## src/design/timer8_pkg.sv

```systemverilog
// Register map, field positions, reset values and prescaler constants of the 8-bit timer.
package timer8_pkg;
  localparam logic [5:0] ADDR_COMPARE_VALUE = 6'h23;
  localparam logic [5:0] ADDR_COUNTER_VALUE = 6'h24;
  localparam logic [5:0] ADDR_TIMER_CONTROL = 6'h25;
  localparam logic [5:0] ADDR_IRQ_FLAG = 6'h36;
  localparam logic [5:0] ADDR_IRQ_MASK = 6'h37;

  localparam int CTRL_FORCE_BIT = 7;
  localparam int CTRL_WGM0_BIT = 6;
  localparam int CTRL_COM1_BIT = 5;
  localparam int CTRL_COM0_BIT = 4;
  localparam int CTRL_WGM1_BIT = 3;
  localparam int CTRL_CS_LSB = 0;
  localparam int IRQ_COMPARE_BIT = 7;
  localparam int IRQ_OVERFLOW_BIT = 6;

  localparam logic [7:0] RESET_BYTE = 8'h00;
  localparam logic [7:0] COUNT_MAX = 8'hFF;
  localparam logic [7:0] COUNT_BOTTOM = 8'h00;

  localparam logic [1:0] WGM_NORMAL = 2'h0;
  localparam logic [1:0] WGM_PHASE_PWM = 2'h1;
  localparam logic [1:0] WGM_CTC = 2'h2;
  localparam logic [1:0] WGM_FAST_PWM = 2'h3;

  localparam logic [1:0] COM_OFF = 2'h0;
  localparam logic [1:0] COM_TOGGLE = 2'h1;
  localparam logic [1:0] COM_CLEAR = 2'h2;
  localparam logic [1:0] COM_SET = 2'h3;

  localparam logic [2:0] CS_STOP = 3'h0;
  localparam logic [2:0] CS_DIV1 = 3'h1;
  localparam logic [2:0] CS_DIV8 = 3'h2;
  localparam logic [2:0] CS_DIV64 = 3'h3;
  localparam logic [2:0] CS_DIV256 = 3'h4;
  localparam logic [2:0] CS_DIV1024 = 3'h5;
  localparam logic [2:0] CS_EXT_A = 3'h6;
  localparam logic [2:0] CS_EXT_B = 3'h7;

  localparam logic [9:0] MASK_DIV8 = 10'h007;
  localparam logic [9:0] MASK_DIV64 = 10'h03F;
  localparam logic [9:0] MASK_DIV256 = 10'h0FF;
  localparam logic [9:0] MASK_DIV1024 = 10'h3FF;
  localparam logic [9:0] PRESCALE_RESET = 10'h000;

  typedef enum logic [1:0] {
    DIR_UP = 2'b01,
    DIR_DOWN = 2'b10
  } count_dir_e;
endpackage : timer8_pkg

```

## src/design/pin_fall_detect.sv

```systemverilog
// Synchroniser and falling-edge detector for the external count input.
`timescale 1ns/1ps
module pin_fall_detect
  import timer8_pkg::*;
(
  input wire logic sys_clk_i,
  input wire logic rstn_i,
  input wire logic pin_i,
  output logic fall_o
);
  typedef struct packed {
    logic sync1;
    logic sync2;
    logic prev;
    logic fall;
  } fall_state_s;

  fall_state_s state_reg;
  fall_state_s state_next;

  always_comb begin
    state_next = state_reg;
    state_next.sync1 = pin_i;
    state_next.sync2 = state_reg.sync1;
    state_next.prev = state_reg.sync2;
    state_next.fall = state_reg.prev & ~state_reg.sync2;
  end

  always_ff @(posedge sys_clk_i) begin
    if (!rstn_i) begin
      state_reg <= '0;
    end else begin
      state_reg <= state_next;
    end
  end

  assign fall_o = state_reg.fall;
endmodule : pin_fall_detect

```

## src/design/timer8_prescaler.sv

```systemverilog
// Prescaler that turns the clock-select code into a one-cycle timer clock enable.
`timescale 1ns/1ps
module timer8_prescaler
  import timer8_pkg::*;
(
  input wire logic sys_clk_i,
  input wire logic rstn_i,
  input wire logic [2:0] clock_source_select_i,
  input wire logic ext_fall_i,
  output logic tick_o
);
  typedef struct packed {
    logic [9:0] count;
    logic tick;
  } prescale_state_s;

  prescale_state_s state_reg;
  prescale_state_s state_next;

  always_comb begin
    state_next = state_reg;
    state_next.count = state_reg.count + 10'h001;
    case (clock_source_select_i)
      CS_STOP: state_next.tick = 1'b0;
      CS_DIV1: state_next.tick = 1'b1;
      CS_DIV8: state_next.tick = (state_reg.count & MASK_DIV8) == MASK_DIV8;
      CS_DIV64: state_next.tick = (state_reg.count & MASK_DIV64) == MASK_DIV64;
      CS_DIV256: state_next.tick = (state_reg.count & MASK_DIV256) == MASK_DIV256;
      CS_DIV1024: state_next.tick = (state_reg.count & MASK_DIV1024) == MASK_DIV1024;
      CS_EXT_A, CS_EXT_B: state_next.tick = ext_fall_i;
      default: state_next.tick = 1'b0;
    endcase
  end

  always_ff @(posedge sys_clk_i) begin
    if (!rstn_i) begin
      state_reg <= '{count: PRESCALE_RESET, tick: 1'b0};
    end else begin
      state_reg <= state_next;
    end
  end

  assign tick_o = state_reg.tick;
endmodule : timer8_prescaler

```

## src/design/timer8_compare_output_ctrl.sv

```systemverilog
// 8-bit timer/counter with one compare unit, waveform output and I/O register access.
// How it works
// - Nonzero output mode overrides port data; pin drives only when direction bit set.
// - Non-PWM modes: 00 off, 01 toggle, 10 clear, 11 set on match.
// - Fast PWM: 10 clear on match set at bottom, 11 inverse, 01 reserved.
// - Fast PWM with compare at top and upper mode bit: skip match, act at bottom.
// - Phase PWM: 10 clears on up-match, sets on down-match; 11 opposite.
// - Phase PWM with compare at top and upper mode bit: skip match, act at top.
// - Clock select 000 stops; 001..101 divide I/O clock by 1,8,64,256,1024.
// - Clock select 110 and 111 count falling edges of external count pin.
// - External pin counts even while configured as output.
// - Software reads and writes the full 8-bit counter directly.
// - Counter write suppresses compare match on the next timer tick.
// - Compare value is compared continuously; match feeds flag and waveform.
// - Compare interrupt needs mask bit 7, global enable and compare flag.
// - Overflow interrupt needs mask bit 6, global enable and overflow flag.
// - Counter, compare and mask registers reset to zero.
// - Waveform modes: normal, phase PWM, clear-on-compare, fast PWM with their tops.
// - Flags clear on vector execution or writing one to the flag.
// - Phase PWM sets overflow flag at direction change at zero.
`timescale 1ns/1ps
module timer8_compare_output_ctrl
  import timer8_pkg::*;
(
  input wire logic sys_clk_i,
  input wire logic rstn_i,
  input wire logic [5:0] io_addr_i,
  input wire logic io_wr_i,
  input wire logic io_rd_i,
  input wire logic [7:0] io_wdata_i,
  output logic [7:0] io_rdata_o,
  input wire logic global_irq_en_i,
  input wire logic compare_vec_ack_i,
  input wire logic overflow_vec_ack_i,
  input wire logic ext_count_input_i,
  input wire logic port_data_i,
  input wire logic port_dir_i,
  output logic compare_irq_o,
  output logic overflow_irq_o,
  output logic compare_output_pin_o,
  output logic compare_output_oe_o
);
  typedef struct packed {
    logic [1:0] waveform_mode_select;
    logic [1:0] compare_output_mode;
    logic [2:0] clock_source_select;
    logic [7:0] compare_value;
    logic [7:0] counter_value;
    logic compare_irq_enable;
    logic overflow_irq_enable;
    logic compare_match_flag;
    logic overflow_flag;
    count_dir_e dir;
    logic match_block;
    logic wave;
    logic [7:0] rdata;
    logic compare_irq;
    logic overflow_irq;
    logic pin_out;
    logic pin_oe;
  } timer_state_s;

  timer_state_s state_reg;
  timer_state_s state_next;
  logic ext_fall;
  logic tick;

  pin_fall_detect u_fall (
    .sys_clk_i(sys_clk_i),
    .rstn_i(rstn_i),
    .pin_i(ext_count_input_i),
    .fall_o(ext_fall)
  );

  timer8_prescaler u_prescale (
    .sys_clk_i(sys_clk_i),
    .rstn_i(rstn_i),
    .clock_source_select_i(state_reg.clock_source_select),
    .ext_fall_i(ext_fall),
    .tick_o(tick)
  );

  logic wr_ctrl;
  logic wr_cnt;
  logic wr_cmp;
  logic wr_flag;
  logic wr_mask;
  logic [7:0] top;
  logic raw_match;
  logic match;
  logic top_special;
  logic set_cmp_flag;
  logic set_ovf_flag;
  logic [1:0] com;

  assign wr_ctrl = io_wr_i && io_addr_i == ADDR_TIMER_CONTROL;
  assign wr_cnt = io_wr_i && io_addr_i == ADDR_COUNTER_VALUE;
  assign wr_cmp = io_wr_i && io_addr_i == ADDR_COMPARE_VALUE;
  assign wr_flag = io_wr_i && io_addr_i == ADDR_IRQ_FLAG;
  assign wr_mask = io_wr_i && io_addr_i == ADDR_IRQ_MASK;
  assign com = state_reg.compare_output_mode;
  assign top = (state_reg.waveform_mode_select == WGM_CTC) ?
               state_reg.compare_value : COUNT_MAX;
  assign raw_match = state_reg.counter_value == state_reg.compare_value;
  assign match = tick && raw_match && !state_reg.match_block;
  assign top_special = state_reg.compare_value == COUNT_MAX && com[1];

  always_comb begin
    state_next = state_reg;
    set_cmp_flag = 1'b0;
    set_ovf_flag = 1'b0;
    if (tick) begin
      state_next.match_block = 1'b0;
      set_cmp_flag = match;
      case (state_reg.waveform_mode_select)
        WGM_PHASE_PWM: begin
          if (state_reg.dir == DIR_UP) begin
            if (state_reg.counter_value == COUNT_MAX) begin
              state_next.dir = DIR_DOWN;
              state_next.counter_value = state_reg.counter_value - 8'h01;
              if (top_special) begin
                state_next.wave = (com == COM_CLEAR);
              end
            end else begin
              state_next.counter_value = state_reg.counter_value + 8'h01;
            end
            if (match && !top_special && com[1]) begin
              state_next.wave = (com == COM_SET);
            end
          end else begin
            if (state_reg.counter_value == COUNT_BOTTOM) begin
              state_next.dir = DIR_UP;
              state_next.counter_value = state_reg.counter_value + 8'h01;
              set_ovf_flag = 1'b1;
            end else begin
              state_next.counter_value = state_reg.counter_value - 8'h01;
            end
            if (match && !top_special && com[1]) begin
              state_next.wave = (com == COM_CLEAR);
            end
          end
        end
        WGM_FAST_PWM: begin
          state_next.dir = DIR_UP;
          state_next.counter_value = state_reg.counter_value + 8'h01;
          if (state_reg.counter_value == COUNT_MAX) begin
            set_ovf_flag = 1'b1;
            if (com[1]) begin
              state_next.wave = (com == COM_CLEAR);
            end
          end else if (match && !top_special && com[1]) begin
            state_next.wave = (com == COM_SET);
          end
        end
        default: begin
          state_next.dir = DIR_UP;
          if (state_reg.counter_value == COUNT_MAX) begin
            set_ovf_flag = 1'b1;
          end
          if (state_reg.waveform_mode_select == WGM_CTC && state_reg.counter_value == top) begin
            state_next.counter_value = COUNT_BOTTOM;
          end else begin
            state_next.counter_value = state_reg.counter_value + 8'h01;
          end
          if (match) begin
            case (com)
              COM_TOGGLE: state_next.wave = ~state_reg.wave;
              COM_CLEAR: state_next.wave = 1'b0;
              COM_SET: state_next.wave = 1'b1;
              default: state_next.wave = state_reg.wave;
            endcase
          end
        end
      endcase
    end
    if (wr_ctrl) begin
      state_next.waveform_mode_select = {io_wdata_i[CTRL_WGM1_BIT], io_wdata_i[CTRL_WGM0_BIT]};
      state_next.compare_output_mode = {io_wdata_i[CTRL_COM1_BIT], io_wdata_i[CTRL_COM0_BIT]};
      state_next.clock_source_select = io_wdata_i[CTRL_CS_LSB +: 3];
      if (io_wdata_i[CTRL_FORCE_BIT] && !io_wdata_i[CTRL_WGM0_BIT]) begin
        case (state_reg.compare_output_mode)
          COM_TOGGLE: state_next.wave = ~state_reg.wave;
          COM_CLEAR: state_next.wave = 1'b0;
          COM_SET: state_next.wave = 1'b1;
          default: state_next.wave = state_reg.wave;
        endcase
      end
    end
    if (wr_cnt) begin
      state_next.counter_value = io_wdata_i;
      state_next.match_block = 1'b1;
    end
    if (wr_cmp) begin
      state_next.compare_value = io_wdata_i;
    end
    if (wr_mask) begin
      state_next.compare_irq_enable = io_wdata_i[IRQ_COMPARE_BIT];
      state_next.overflow_irq_enable = io_wdata_i[IRQ_OVERFLOW_BIT];
    end
    if (compare_vec_ack_i || (wr_flag && io_wdata_i[IRQ_COMPARE_BIT])) begin
      state_next.compare_match_flag = 1'b0;
    end
    if (overflow_vec_ack_i || (wr_flag && io_wdata_i[IRQ_OVERFLOW_BIT])) begin
      state_next.overflow_flag = 1'b0;
    end
    if (set_cmp_flag) begin
      state_next.compare_match_flag = 1'b1;
    end
    if (set_ovf_flag) begin
      state_next.overflow_flag = 1'b1;
    end
    state_next.compare_irq = state_reg.compare_irq_enable && global_irq_en_i &&
                             state_reg.compare_match_flag;
    state_next.overflow_irq = state_reg.overflow_irq_enable && global_irq_en_i &&
                              state_reg.overflow_flag;
    state_next.pin_out = (state_reg.compare_output_mode != COM_OFF) ?
                         state_reg.wave : port_data_i;
    state_next.pin_oe = port_dir_i;
    state_next.rdata = RESET_BYTE;
    if (io_rd_i) begin
      case (io_addr_i)
        ADDR_TIMER_CONTROL: state_next.rdata = {1'b0, state_reg.waveform_mode_select[0],
          state_reg.compare_output_mode, state_reg.waveform_mode_select[1],
          state_reg.clock_source_select};
        ADDR_COUNTER_VALUE: state_next.rdata = state_reg.counter_value;
        ADDR_COMPARE_VALUE: state_next.rdata = state_reg.compare_value;
        ADDR_IRQ_FLAG: state_next.rdata = {state_reg.compare_match_flag,
          state_reg.overflow_flag, 6'h00};
        ADDR_IRQ_MASK: state_next.rdata = {state_reg.compare_irq_enable,
          state_reg.overflow_irq_enable, 6'h00};
        default: state_next.rdata = RESET_BYTE;
      endcase
    end
  end

  always_ff @(posedge sys_clk_i) begin
    if (!rstn_i) begin
      state_reg <= '0;
      state_reg.dir <= DIR_UP;
    end else begin
      state_reg <= state_next;
    end
  end

  assign io_rdata_o = state_reg.rdata;
  assign compare_irq_o = state_reg.compare_irq;
  assign overflow_irq_o = state_reg.overflow_irq;
  assign compare_output_pin_o = state_reg.pin_out;
  assign compare_output_oe_o = state_reg.pin_oe;
endmodule : timer8_compare_output_ctrl

```

## config.mk

```make
export PLATFORM = sky130hd
export DESIGN_NAME = timer8_compare_output_ctrl
export DESIGN_NICKNAME = d
export VERILOG_FILES = /design/src/design/timer8_pkg.sv /design/src/design/pin_fall_detect.sv /design/src/design/timer8_prescaler.sv /design/src/design/timer8_compare_output_ctrl.sv
export SDC_FILE = /design/constraint.sdc
export NUM_CORES = 1
export LEC_CHECK = 0
export BUFFER_PORTS_ARGS = -buffer_cell sky130_fd_sc_hd__clkbuf_2
export CAP_MARGIN = 10
export CORE_ASPECT_RATIO = 1.1
export CORE_MARGIN = 3
export CORE_UTILIZATION = 55
export DETAILED_ROUTE_END_ITERATION = 16
export GPL_TIMING_DRIVEN = 0
export PLACE_DENSITY = 0.76
export SLEW_MARGIN = 25
export SYNTH_ARGS = -nofsm -noshare
export SYNTH_HDL_FRONTEND = slang
export SYNTH_SLANG_ARGS = --single-unit
```

## constraint.sdc

```tcl
create_clock -name sys_clk_i -period 2.9 [get_ports sys_clk_i]
set_input_delay 0.29 -clock sys_clk_i [delete_from_list [all_inputs] [get_ports sys_clk_i]]
set_output_delay 0.29 -clock sys_clk_i [all_outputs]
set_load 0.02 [all_outputs]
```

After elaboration in Yosys (flattened, before gate mapping) --
Index checks and enable logic that the tools add are counted.
Cells by class: muxes and demuxes 40, equality and inequality tests 29, add/sub/neg operators 3, reduce and logical (&&, ||, !) cells 32, bitwise gates (word level) 3
Operators by type and width (count):
- 2-to-1 mux 8 bit | 7
- case mux 8 bit (5 select lines) | 1
- == test 6 bit, second input constant | 6
- == test 8 bit, second input constant | 3
- 2-to-1 mux 1 bit | 23
- logical AND 1 bit | 18
- == test 8 bit | 2
- case mux 8 bit (2 select lines) | 1
- == test 3 bit, second input constant | 5
- adder 10 x 1 -> 10 bit, second input constant | 1
- == test 10 bit, second input constant | 1
- 2-to-1 mux 2 bit | 5
- adder 8 x 1 -> 8 bit, second input constant | 1
- == test 2 bit, second input constant | 4
- logical NOT 8 bit | 1
- nonzero test 2 bit | 4
- subtractor 8 x 1 -> 8 bit, second input constant | 1
- case mux 1 bit (7 select lines) | 1
- == test 2 x 1 -> 1 bit, second input constant | 3
- == test 3 x 2 -> 1 bit, second input constant | 2
- != test 3 bit, second input constant | 2
- == test 3 x 1 -> 1 bit, second input constant | 1
- logical NOT 1 bit | 3
- logical NOT 3 bit | 1
- 8 further kinds | 10
Storage, ports and cells: output and inout port bits 12, bits of input ports 24, register bits 58, logic and storage cells 130

Logic depth before layout (Yosys ltp) --
Gate-level depths: netlist of run 1.
depth after elaboration 11, gate-level depth with buffers 11, depth with buffers taken out 8

Cells and area by module --
A second synthesis of run 1 with hierarchy kept.
Second synthesis, totals: cells, all modules 384, area, all modules 3320.7 µm²
Modules (own cells, without submodules):
- timer8_compare_output_ctrl | instances 1, area each 2726.4 µm², sequential area each 860.8 µm², cells an instance 324
- timer8_prescaler | instances 1, area each 483.0 µm², sequential area each 220.2 µm², cells an instance 52
- pin_fall_detect | instances 1, area each 111.4 µm², sequential area each 80.1 µm², cells an instance 8

Worst setup path before layout of run 1 --
OpenSTA, ideal clock, no wires.
path type register to register, start register state_reg[22] in the netlist's numbering, end register state_reg[24] in the netlist's numbering, slack 0.589 ns, path buffers 3, clock period less this slack 2.311 ns, data required time 2.824 ns, cell stages (with the launch flop) 10, arrival 2.235 ns, setup time 0.076 ns, path through dfxtp_1 -> buf_6 -> or4_4 -> o41a_1 -> and2_4 -> buf_6 -> buf_6 -> a311oi_2 -> o32ai_1 -> o22ai_1
On the way: longest elaborated chain between the ends 6, elaborated cells on any way between the ends 13, classes of those cells 2 x add/sub; 2 x eq/ne; 7 x mux; 2 x reduce/logical
Ends and longest elaborated chain:
- start, declared | line timer8_compare_output_ctrl.sv:63 | timer_state_s state_reg;
- start signal, assigned | line timer8_compare_output_ctrl.sv:241 | state_reg <= state_next;
- subtractor 8 x 1 -> 8 bit, or another cell as far along | line timer8_compare_output_ctrl.sv:120, timer8_compare_output_ctrl.sv:136
- 2-to-1 mux 8 bit, or another cell as far along | line timer8_compare_output_ctrl.sv:131 | if (state_reg.counter_value == COUNT_BOTTOM) begin
- 2-to-1 mux 8 bit (on tied branches) | line timer8_compare_output_ctrl.sv:117, timer8_compare_output_ctrl.sv:160
- case mux 8 bit (2 select lines) * | line timer8_compare_output_ctrl.sv:115 | case (state_reg.waveform_mode_select)
- 2-to-1 mux 8 bit * | line timer8_compare_output_ctrl.sv:112 | if (tick) begin
- 2-to-1 mux 8 bit * | line timer8_compare_output_ctrl.sv:189 | if (wr_cnt) begin
Every way passes the cells marked *; elsewhere a longest branch is shown, timed or not. The select of a mux whose other input is x is not followed. A chain may end at the register's enable or synchronous reset.

Worst setup path in the final report of run 1 --
start register state_reg[23] in the netlist's numbering, end register state_reg[22] in the netlist's numbering
On the way: longest elaborated chain between the ends 6, elaborated cells on any way between the ends 11, classes of those cells 2 x eq/ne; 7 x mux; 2 x reduce/logical
Ends and longest elaborated chain:
- == test 8 bit, or another cell as far along | line timer8_compare_output_ctrl.sv:118 | if (state_reg.counter_value == COUNT_MAX) begin
- 2-to-1 mux 8 bit, or another cell as far along | line timer8_compare_output_ctrl.sv:118
- 2-to-1 mux 8 bit (on tied branches) | line timer8_compare_output_ctrl.sv:117, timer8_compare_output_ctrl.sv:160
- case mux 8 bit (2 select lines) * | line timer8_compare_output_ctrl.sv:115
- 2-to-1 mux 8 bit * | line timer8_compare_output_ctrl.sv:112
- 2-to-1 mux 8 bit * | line timer8_compare_output_ctrl.sv:189
Marks and branches as above.

==> impl_metrics.toml, run 1 <==
[placement]
gp_congestion = 0.9130
placed_cell_area_um2 = 3488
dp.cells = 496
dp_hpwl_um = 6227
portBuffers = 33
post-place-ws_ns = 0.2978

[clock_network]
numCtsBuffers = 9
clock_path_buffers = 2
insertion_delay_ns = 0.34
clkSlewWorstSetupHoldPaths_ns = 0.06
clock_tree.root_cell = "clkbuf_8"
cts_setup_buffers = 0
cts_hold_buffers = 0
post_cts_resized = 0
ctsHtreeMaxLevel = 3
tritoncts = "built"
cts.sinks = 58

[timing]
tns_ns = 0
maxSlewViolCount = 0
slew_headroom_pct = 36.12
fin_crit_sh_pct = 94.78
tightest_slew_ns = 0.9433
hold_ws_ns = 0.1611
rsz0062_at_grt = "false"
finalCriticalPeriod_ns = 2.749
fmax_ghz = 0.3638
skew_ns = 0.007650
fin_ws_ns = 0.1513
setup_viol = 0
hold_viol = 0

[detailed_routing]
drt_iter0_markers = 337
wl_um = 8655
drc = 0
vias_per_cell = 5.984
routedWlPerCell_um = 16.94
num_vias = 3058
drt_pass1_iterations = 5
ant_nets = 0

[synthesis]
ys_seq_area_share_pct = 35.96
yosys_warnings = 0
ys_ff_latch = 58
netlist_area_um2 = 3229
synth_top_family_by_area = "simple AND/OR/NAND/NOR gates"
synth-xor-area-share_pct = 4.068
synth_compound_area_share_pct = 19.37
syn_avg_cell_area_um2 = 8.323
synthCells = 388
async_flop_share_pct = 0
synth_cell_type_count = 58
yosys.area_share.simple_pct = 26.23
synth_enable_flop_cells = 0
syn_nets = 417
synthFlopType = "dfxtp_1"
yosys-mux-area-fraction_pct = 5.386
synthAdderAreaFrac_pct = 1.937

[final_layout]
finalNonFillerCells = 511
layout_common_cells = "dfxtp_1, clkbuf_2, nand2_1, clkbuf_1, nor2_1"
final_common_cell = "dfxtp_1"
final_layout_size_suffix_gt1_share_pct = 15.60
nets = 461
stdcell_area_um2 = 3707
area_growth_pct = 14.80
antenna_cells = 0
largest_reg_flops = 29

[global_route]
grt_pass1_wl_um = 14220
grt_use_total_pct = 26.97
antenna_found_initial = 0
grt_max_degree = 11
grt_pass1_vias = 2880
overflow = 0

[power]
sw_frac_of_total_pct = 21.44
comb_power_share_pct = 5.9
p_sw_mw = 0.3747
clkPwrFrac_pct = 47.6
powerDensity_nw_per_um2 = 471.4
seq_power_share_pct = 46.5
leakage_nw = 1.347
intPower_mw = 1.373
vdd_drop_max_v = 0.0003991

[critical_path]
max_stage_delay_ns = 0.50
critPathKind = "reg -> reg"
path_cells = "clkbuf_1 > xnor2_1 > nand4_1 > nor4b_1 > clkbuf_1 > o2111ai_1 > o2111ai_1 > o22ai_1"
critPathCaptureType = "flip-flop"
crit_path_start_kind = "flip-flop"
cp_top_family = "buffers and inverters"
crit_required_ns = 3.10
critical_path_buf_inv_count = 2
crit_arrival_ns = 2.95
cp_slowest_cell = "nor4b_1"
cp_max_fo = 10

[floorplanning]
dieWidth_um = 79.06
rows = 28
die_height_um = 86.37
pin_count = 36
dieArea_um2 = 6828
core_area_um2 = 5535
initial_core_util_pct = 58.34

[outcome]
status = "complete, no violations"

[job]
max-cap-violations = 0

[worst_hold_path]
min_path_type = "in -> reg"
[metal layers]
metal / global-route usage (%) / part of all wire, %
met5: 0 / 0
met3: 5.821 / 7.6
met2: 44.18 / 47
met1: 34.95 / 43
met4: 9.844 / 1.9
[per-stage QoR]
stage | total power [mW] | utilization [%]
after global routing | 1.809 | 66.98
final | 1.748 | 66.98
after global placement | 0.9294 | 63.02
after CTS | 1.764 | 66.98
after detailed placement | 0.9308 | 63.02
after floorplan | 0.8862 | -
[cell families (layout without fill, tap and decap cells)]
kind of cell,count (synthesis),in the layout
xor+xnor,15,15
fa+ha+maj,5,5
mux,17,17
compound gates,88,88
simple gates,159,159
flops,58,58
buf+inv,46,94
[path summary, 6_finish.rpt]
check	endpoint	cells past startpoint	slack [ns]	start
worst max-delay path	state_reg[22]	8	0.15	state_reg[23]
worst min-delay path	u_fall.state_next[2]	2	0.16	ext_count_input_i
worst max register to register	state_reg[22]	8	0.15	state_reg[23]
worst min register to register	u_fall.fall_o	1	0.41	u_fall.state_next[1]
[worst register-to-register path: cells and delay by family, from the launching register on]
kind | cells | cell delay [ns]
compound gates | 3 | 0.52
xor+xnor | 1 | 0.19
buf+inv | 2 | 0.84
flops | 1 | 0.34
simple gates | 2 | 0.74
[area by class of cell]
cell class              count  area, um2
flip-flops and latches     58       1161
plain buffers              38      197.7
well taps                  75      93.84
inverters                   8      30.03
clock buffers              13      158.9
clock inverters             2      60.06
multi-input cells         284       1841
repair buffers             33      165.2
fillers                   499       1828
[Yosys cell counts, types with 3 or more instances]
cell type  instances  area share, %
and3_1             5           0.97
buf_6              3            1.0
nand3b_1           3           0.70
xnor2_1           14            3.8
nor4_1             3           0.58
nand2b_1           6            1.2
nand4_1            9            1.7
clkbuf_1          25            2.9
and4_1             6            1.6
o21ai_0           18            2.8
a21oi_1            9            1.4
nand2_1           32            3.7
a21boi_0          11            2.6
and2_1            14            2.7
nor2b_1           19            3.7
o211ai_1           4           0.93
a22oi_1           10            2.3
nand3_1           22            3.4
nor3_1             3           0.46
ha_1               5            1.9
buf_4              8            1.9
dfxtp_1           58             36
inv_1              8           0.93
or3_1              3           0.58
nor2_1            27            3.1
mux2i_1           14            4.3
o31ai_1            4           0.93
a31oi_1            4           0.77
o2111ai_1          3           0.81
mux2_2             3            1.0
[power by group through the flow]
stage                     sequential [mW]  combinational [mW]  clock, mW
final                               0.813               0.102      0.832
after global routing                0.814               0.111      0.883
after global placement              0.830              0.0992          0
after detailed placement            0.831               0.100          0
after CTS                           0.813               0.101      0.850
after floorplan                     0.831              0.0551          0
Power figures use the tool's default switching activity.
==> run 2: changes to the inputs <==
--- a/config.mk
+++ b/config.mk
@@ -8,10 +8,10 @@
 export BUFFER_PORTS_ARGS = -buffer_cell sky130_fd_sc_hd__clkbuf_2
 export CAP_MARGIN = 10
 export CORE_ASPECT_RATIO = 1.1
-export CORE_MARGIN = 3
 export CORE_UTILIZATION = 55
 export DETAILED_ROUTE_END_ITERATION = 16
 export GPL_TIMING_DRIVEN = 0
+export MAX_ROUTING_LAYER = met4
 export PLACE_DENSITY = 0.76
 export SLEW_MARGIN = 25
 export SYNTH_ARGS = -nofsm -noshare
==> run 2 against run 1 <==
  * Fmax is 4.7% higher
  * Largest power group is now sequential cells
  * Combinational power barely moved
  * Critical endpoint is now state_reg[24]
  * Global-route usage grew 2.8 points
  * Sequential share of layout area increased by 0.13 points
  * Wire length fell by 2.3%
  * Via count up 0.82%
  * Worst hold slack lost 0.0078 ns
  * Sequential cell count is the same
  * Power down 4.2%
  * Die area shrank 9.5%
  * Setup slack improved by 0.12 ns
==> impl_metrics.toml, run 2 (synthesis results as in run 1) <==
[outcome]
status = "complete, no violations"

[timing]
fin_crit_sh_pct = 90.50
setup_viol = 0
maxSlewViolCount = 0
skew_ns = 0.01007
tns_ns = 0
rsz0062_at_grt = "false"
fmax_ghz = 0.3810
tightest_slew_ns = 0.9661
hold_viol = 0
slew_headroom_pct = 34.57
finalCriticalPeriod_ns = 2.625

[clock_network]
numCtsBuffers = 9
cts_hold_buffers = 0
cts.sinks = 58
clock_path_buffers = 2
post_cts_resized = 0
tritoncts = "built"
clock_tree.root_cell = "clkbuf_8"
ctsHtreeMaxLevel = 3
insertion_delay_ns = 0.34
clkSlewWorstSetupHoldPaths_ns = 0.06
cts_setup_buffers = 0

[placement]
portBuffers = 33
dp.cells = 496
dp_hpwl_um = 6001
gp_congestion = 0.9881

[critical_path]
cp_slowest_cell = "nor4b_1"
cp_max_fo = 10
path_cells = "clkbuf_1 > xnor2_1 > nand4_1 > nor4b_1 > clkbuf_1 > nor3_1 > o32ai_1 > o22ai_1"
crit_required_ns = 3.11
critPathCaptureType = "flip-flop"
max_stage_delay_ns = 0.48
crit_arrival_ns = 2.83
crit_path_start_kind = "flip-flop"
crit_top_cell = "clkbuf_1"
critPathKind = "reg -> reg"

[worst_hold_path]
min_path_type = "in -> reg"

[floorplanning]
rows = 28
dieArea_um2 = 6182
core_area_um2 = 5535
initial_core_util_pct = 58.34
die_height_um = 82.37
pin_count = 36
dieWidth_um = 75.06

[final_layout]
final_layout_size_suffix_gt1_share_pct = 16.25
layout_common_cells = "dfxtp_1, clkbuf_2, nand2_1, nor2_1, clkbuf_1"
nets = 461
fillers = 516
antenna_cells = 0
final_common_cell = "dfxtp_1"
area_growth_pct = 14.34
largest_reg_flops = 29
finalNonFillerCells = 512

[global_route]
antenna_found_initial = 0
grt_pass1_vias = 2733
grt_pass1_wl_um = 13200
grt_use_total_pct = 29.81
grt_max_degree = 11
overflow = 0

[detailed_routing]
ant_nets = 0
vias_per_cell = 6.021
drt_pass1_iterations = 5
wl_um = 8460
routedWlPerCell_um = 16.52
drt_iter0_markers = 280
num_vias = 3083
drc = 0

[power]
powerDensity_nw_per_um2 = 453.2
vdd_drop_max_v = 0.0003780
leakage_nw = 1.343

[job]
max-cap-violations = 0
## run 2: final timing paths
path,startpoint,cells past startpoint,slack (ns),end
max,state_reg[23],8,0.28,state_reg[24]
min reg2reg,u_fall.state_next[1],1,0.42,u_fall.fall_o
min,ext_count_input_i,2,0.15,u_fall.state_next[2]
max reg2reg,state_reg[23],8,0.28,state_reg[24]
## run 2: stage by stage
stage / power, mW / worst slack [ns] / cell area, um2 / hold slack (ns) / utilization [%]
6_report: 1.673 / 0.2754 / 3692 / 0.1533 / 66.70
5_1_grt: 1.721 / 0.1414 / 3692 / 0.1669 / 66.70
3_3_place_gp: 0.9285 / 0.3703 / 3488 / 0.3968 / 63.02
3_5_place_dp: 0.9308 / 0.3712 / 3488 / 0.4134 / 63.02
4_1_cts: 1.680 / 0.3336 / 3692 / 0.1545 / 66.70
2_1_floorplan: 0.8862 / 0.5890 / 3229 / 0.3827 / -
## run 2: where the power goes
group / internal (mW) / switching, mW
Clock: 0.438 / 0.320
Combinational: 0.0392 / 0.0632
Sequential: 0.807 / 0.00609
## run 2: layout make-up
| type | instances | area [um2] | share of cell area, % |
|---|---|---|---|
| clock buffer | 11 | 151.4 | 4.100 |
| buffer | 38 | 197.7 | 5.354 |
| sequential | 58 | 1161 | 31.45 |
| multi-input combinational | 284 | 1841 | 49.85 |
| inverter | 8 | 30.03 | 0.8133 |
| tap | 75 | 93.84 | 2.542 |
| clock inverter | 5 | 52.55 | 1.423 |
| timing repair buffer | 33 | 165.2 | 4.473 |
## run 2: metal layers
| metal | vias up | GRT usage (%) | share of wire, % |
|---|---|---|---|
| met4 | 0 | 13.02 | 1.9 |
| met3 | 16 | 4.369 | 5.7 |
| met5 | - | - | 0 |
| li1 | 1477 | - | - |
| met2 | 126 | 46.13 | 49 |
| met1 | 1464 | 38.63 | 44 |
## run 2: critical path, delay by kind of cell (launching register included)
family                 cells  cell delay, ns
AO/OA/AOI/OAI              2            0.34
XOR/XNOR                   1            0.18
buffers and inverters      2            0.87
flip-flops                 1            0.33
AND/OR/NAND/NOR            3            0.77
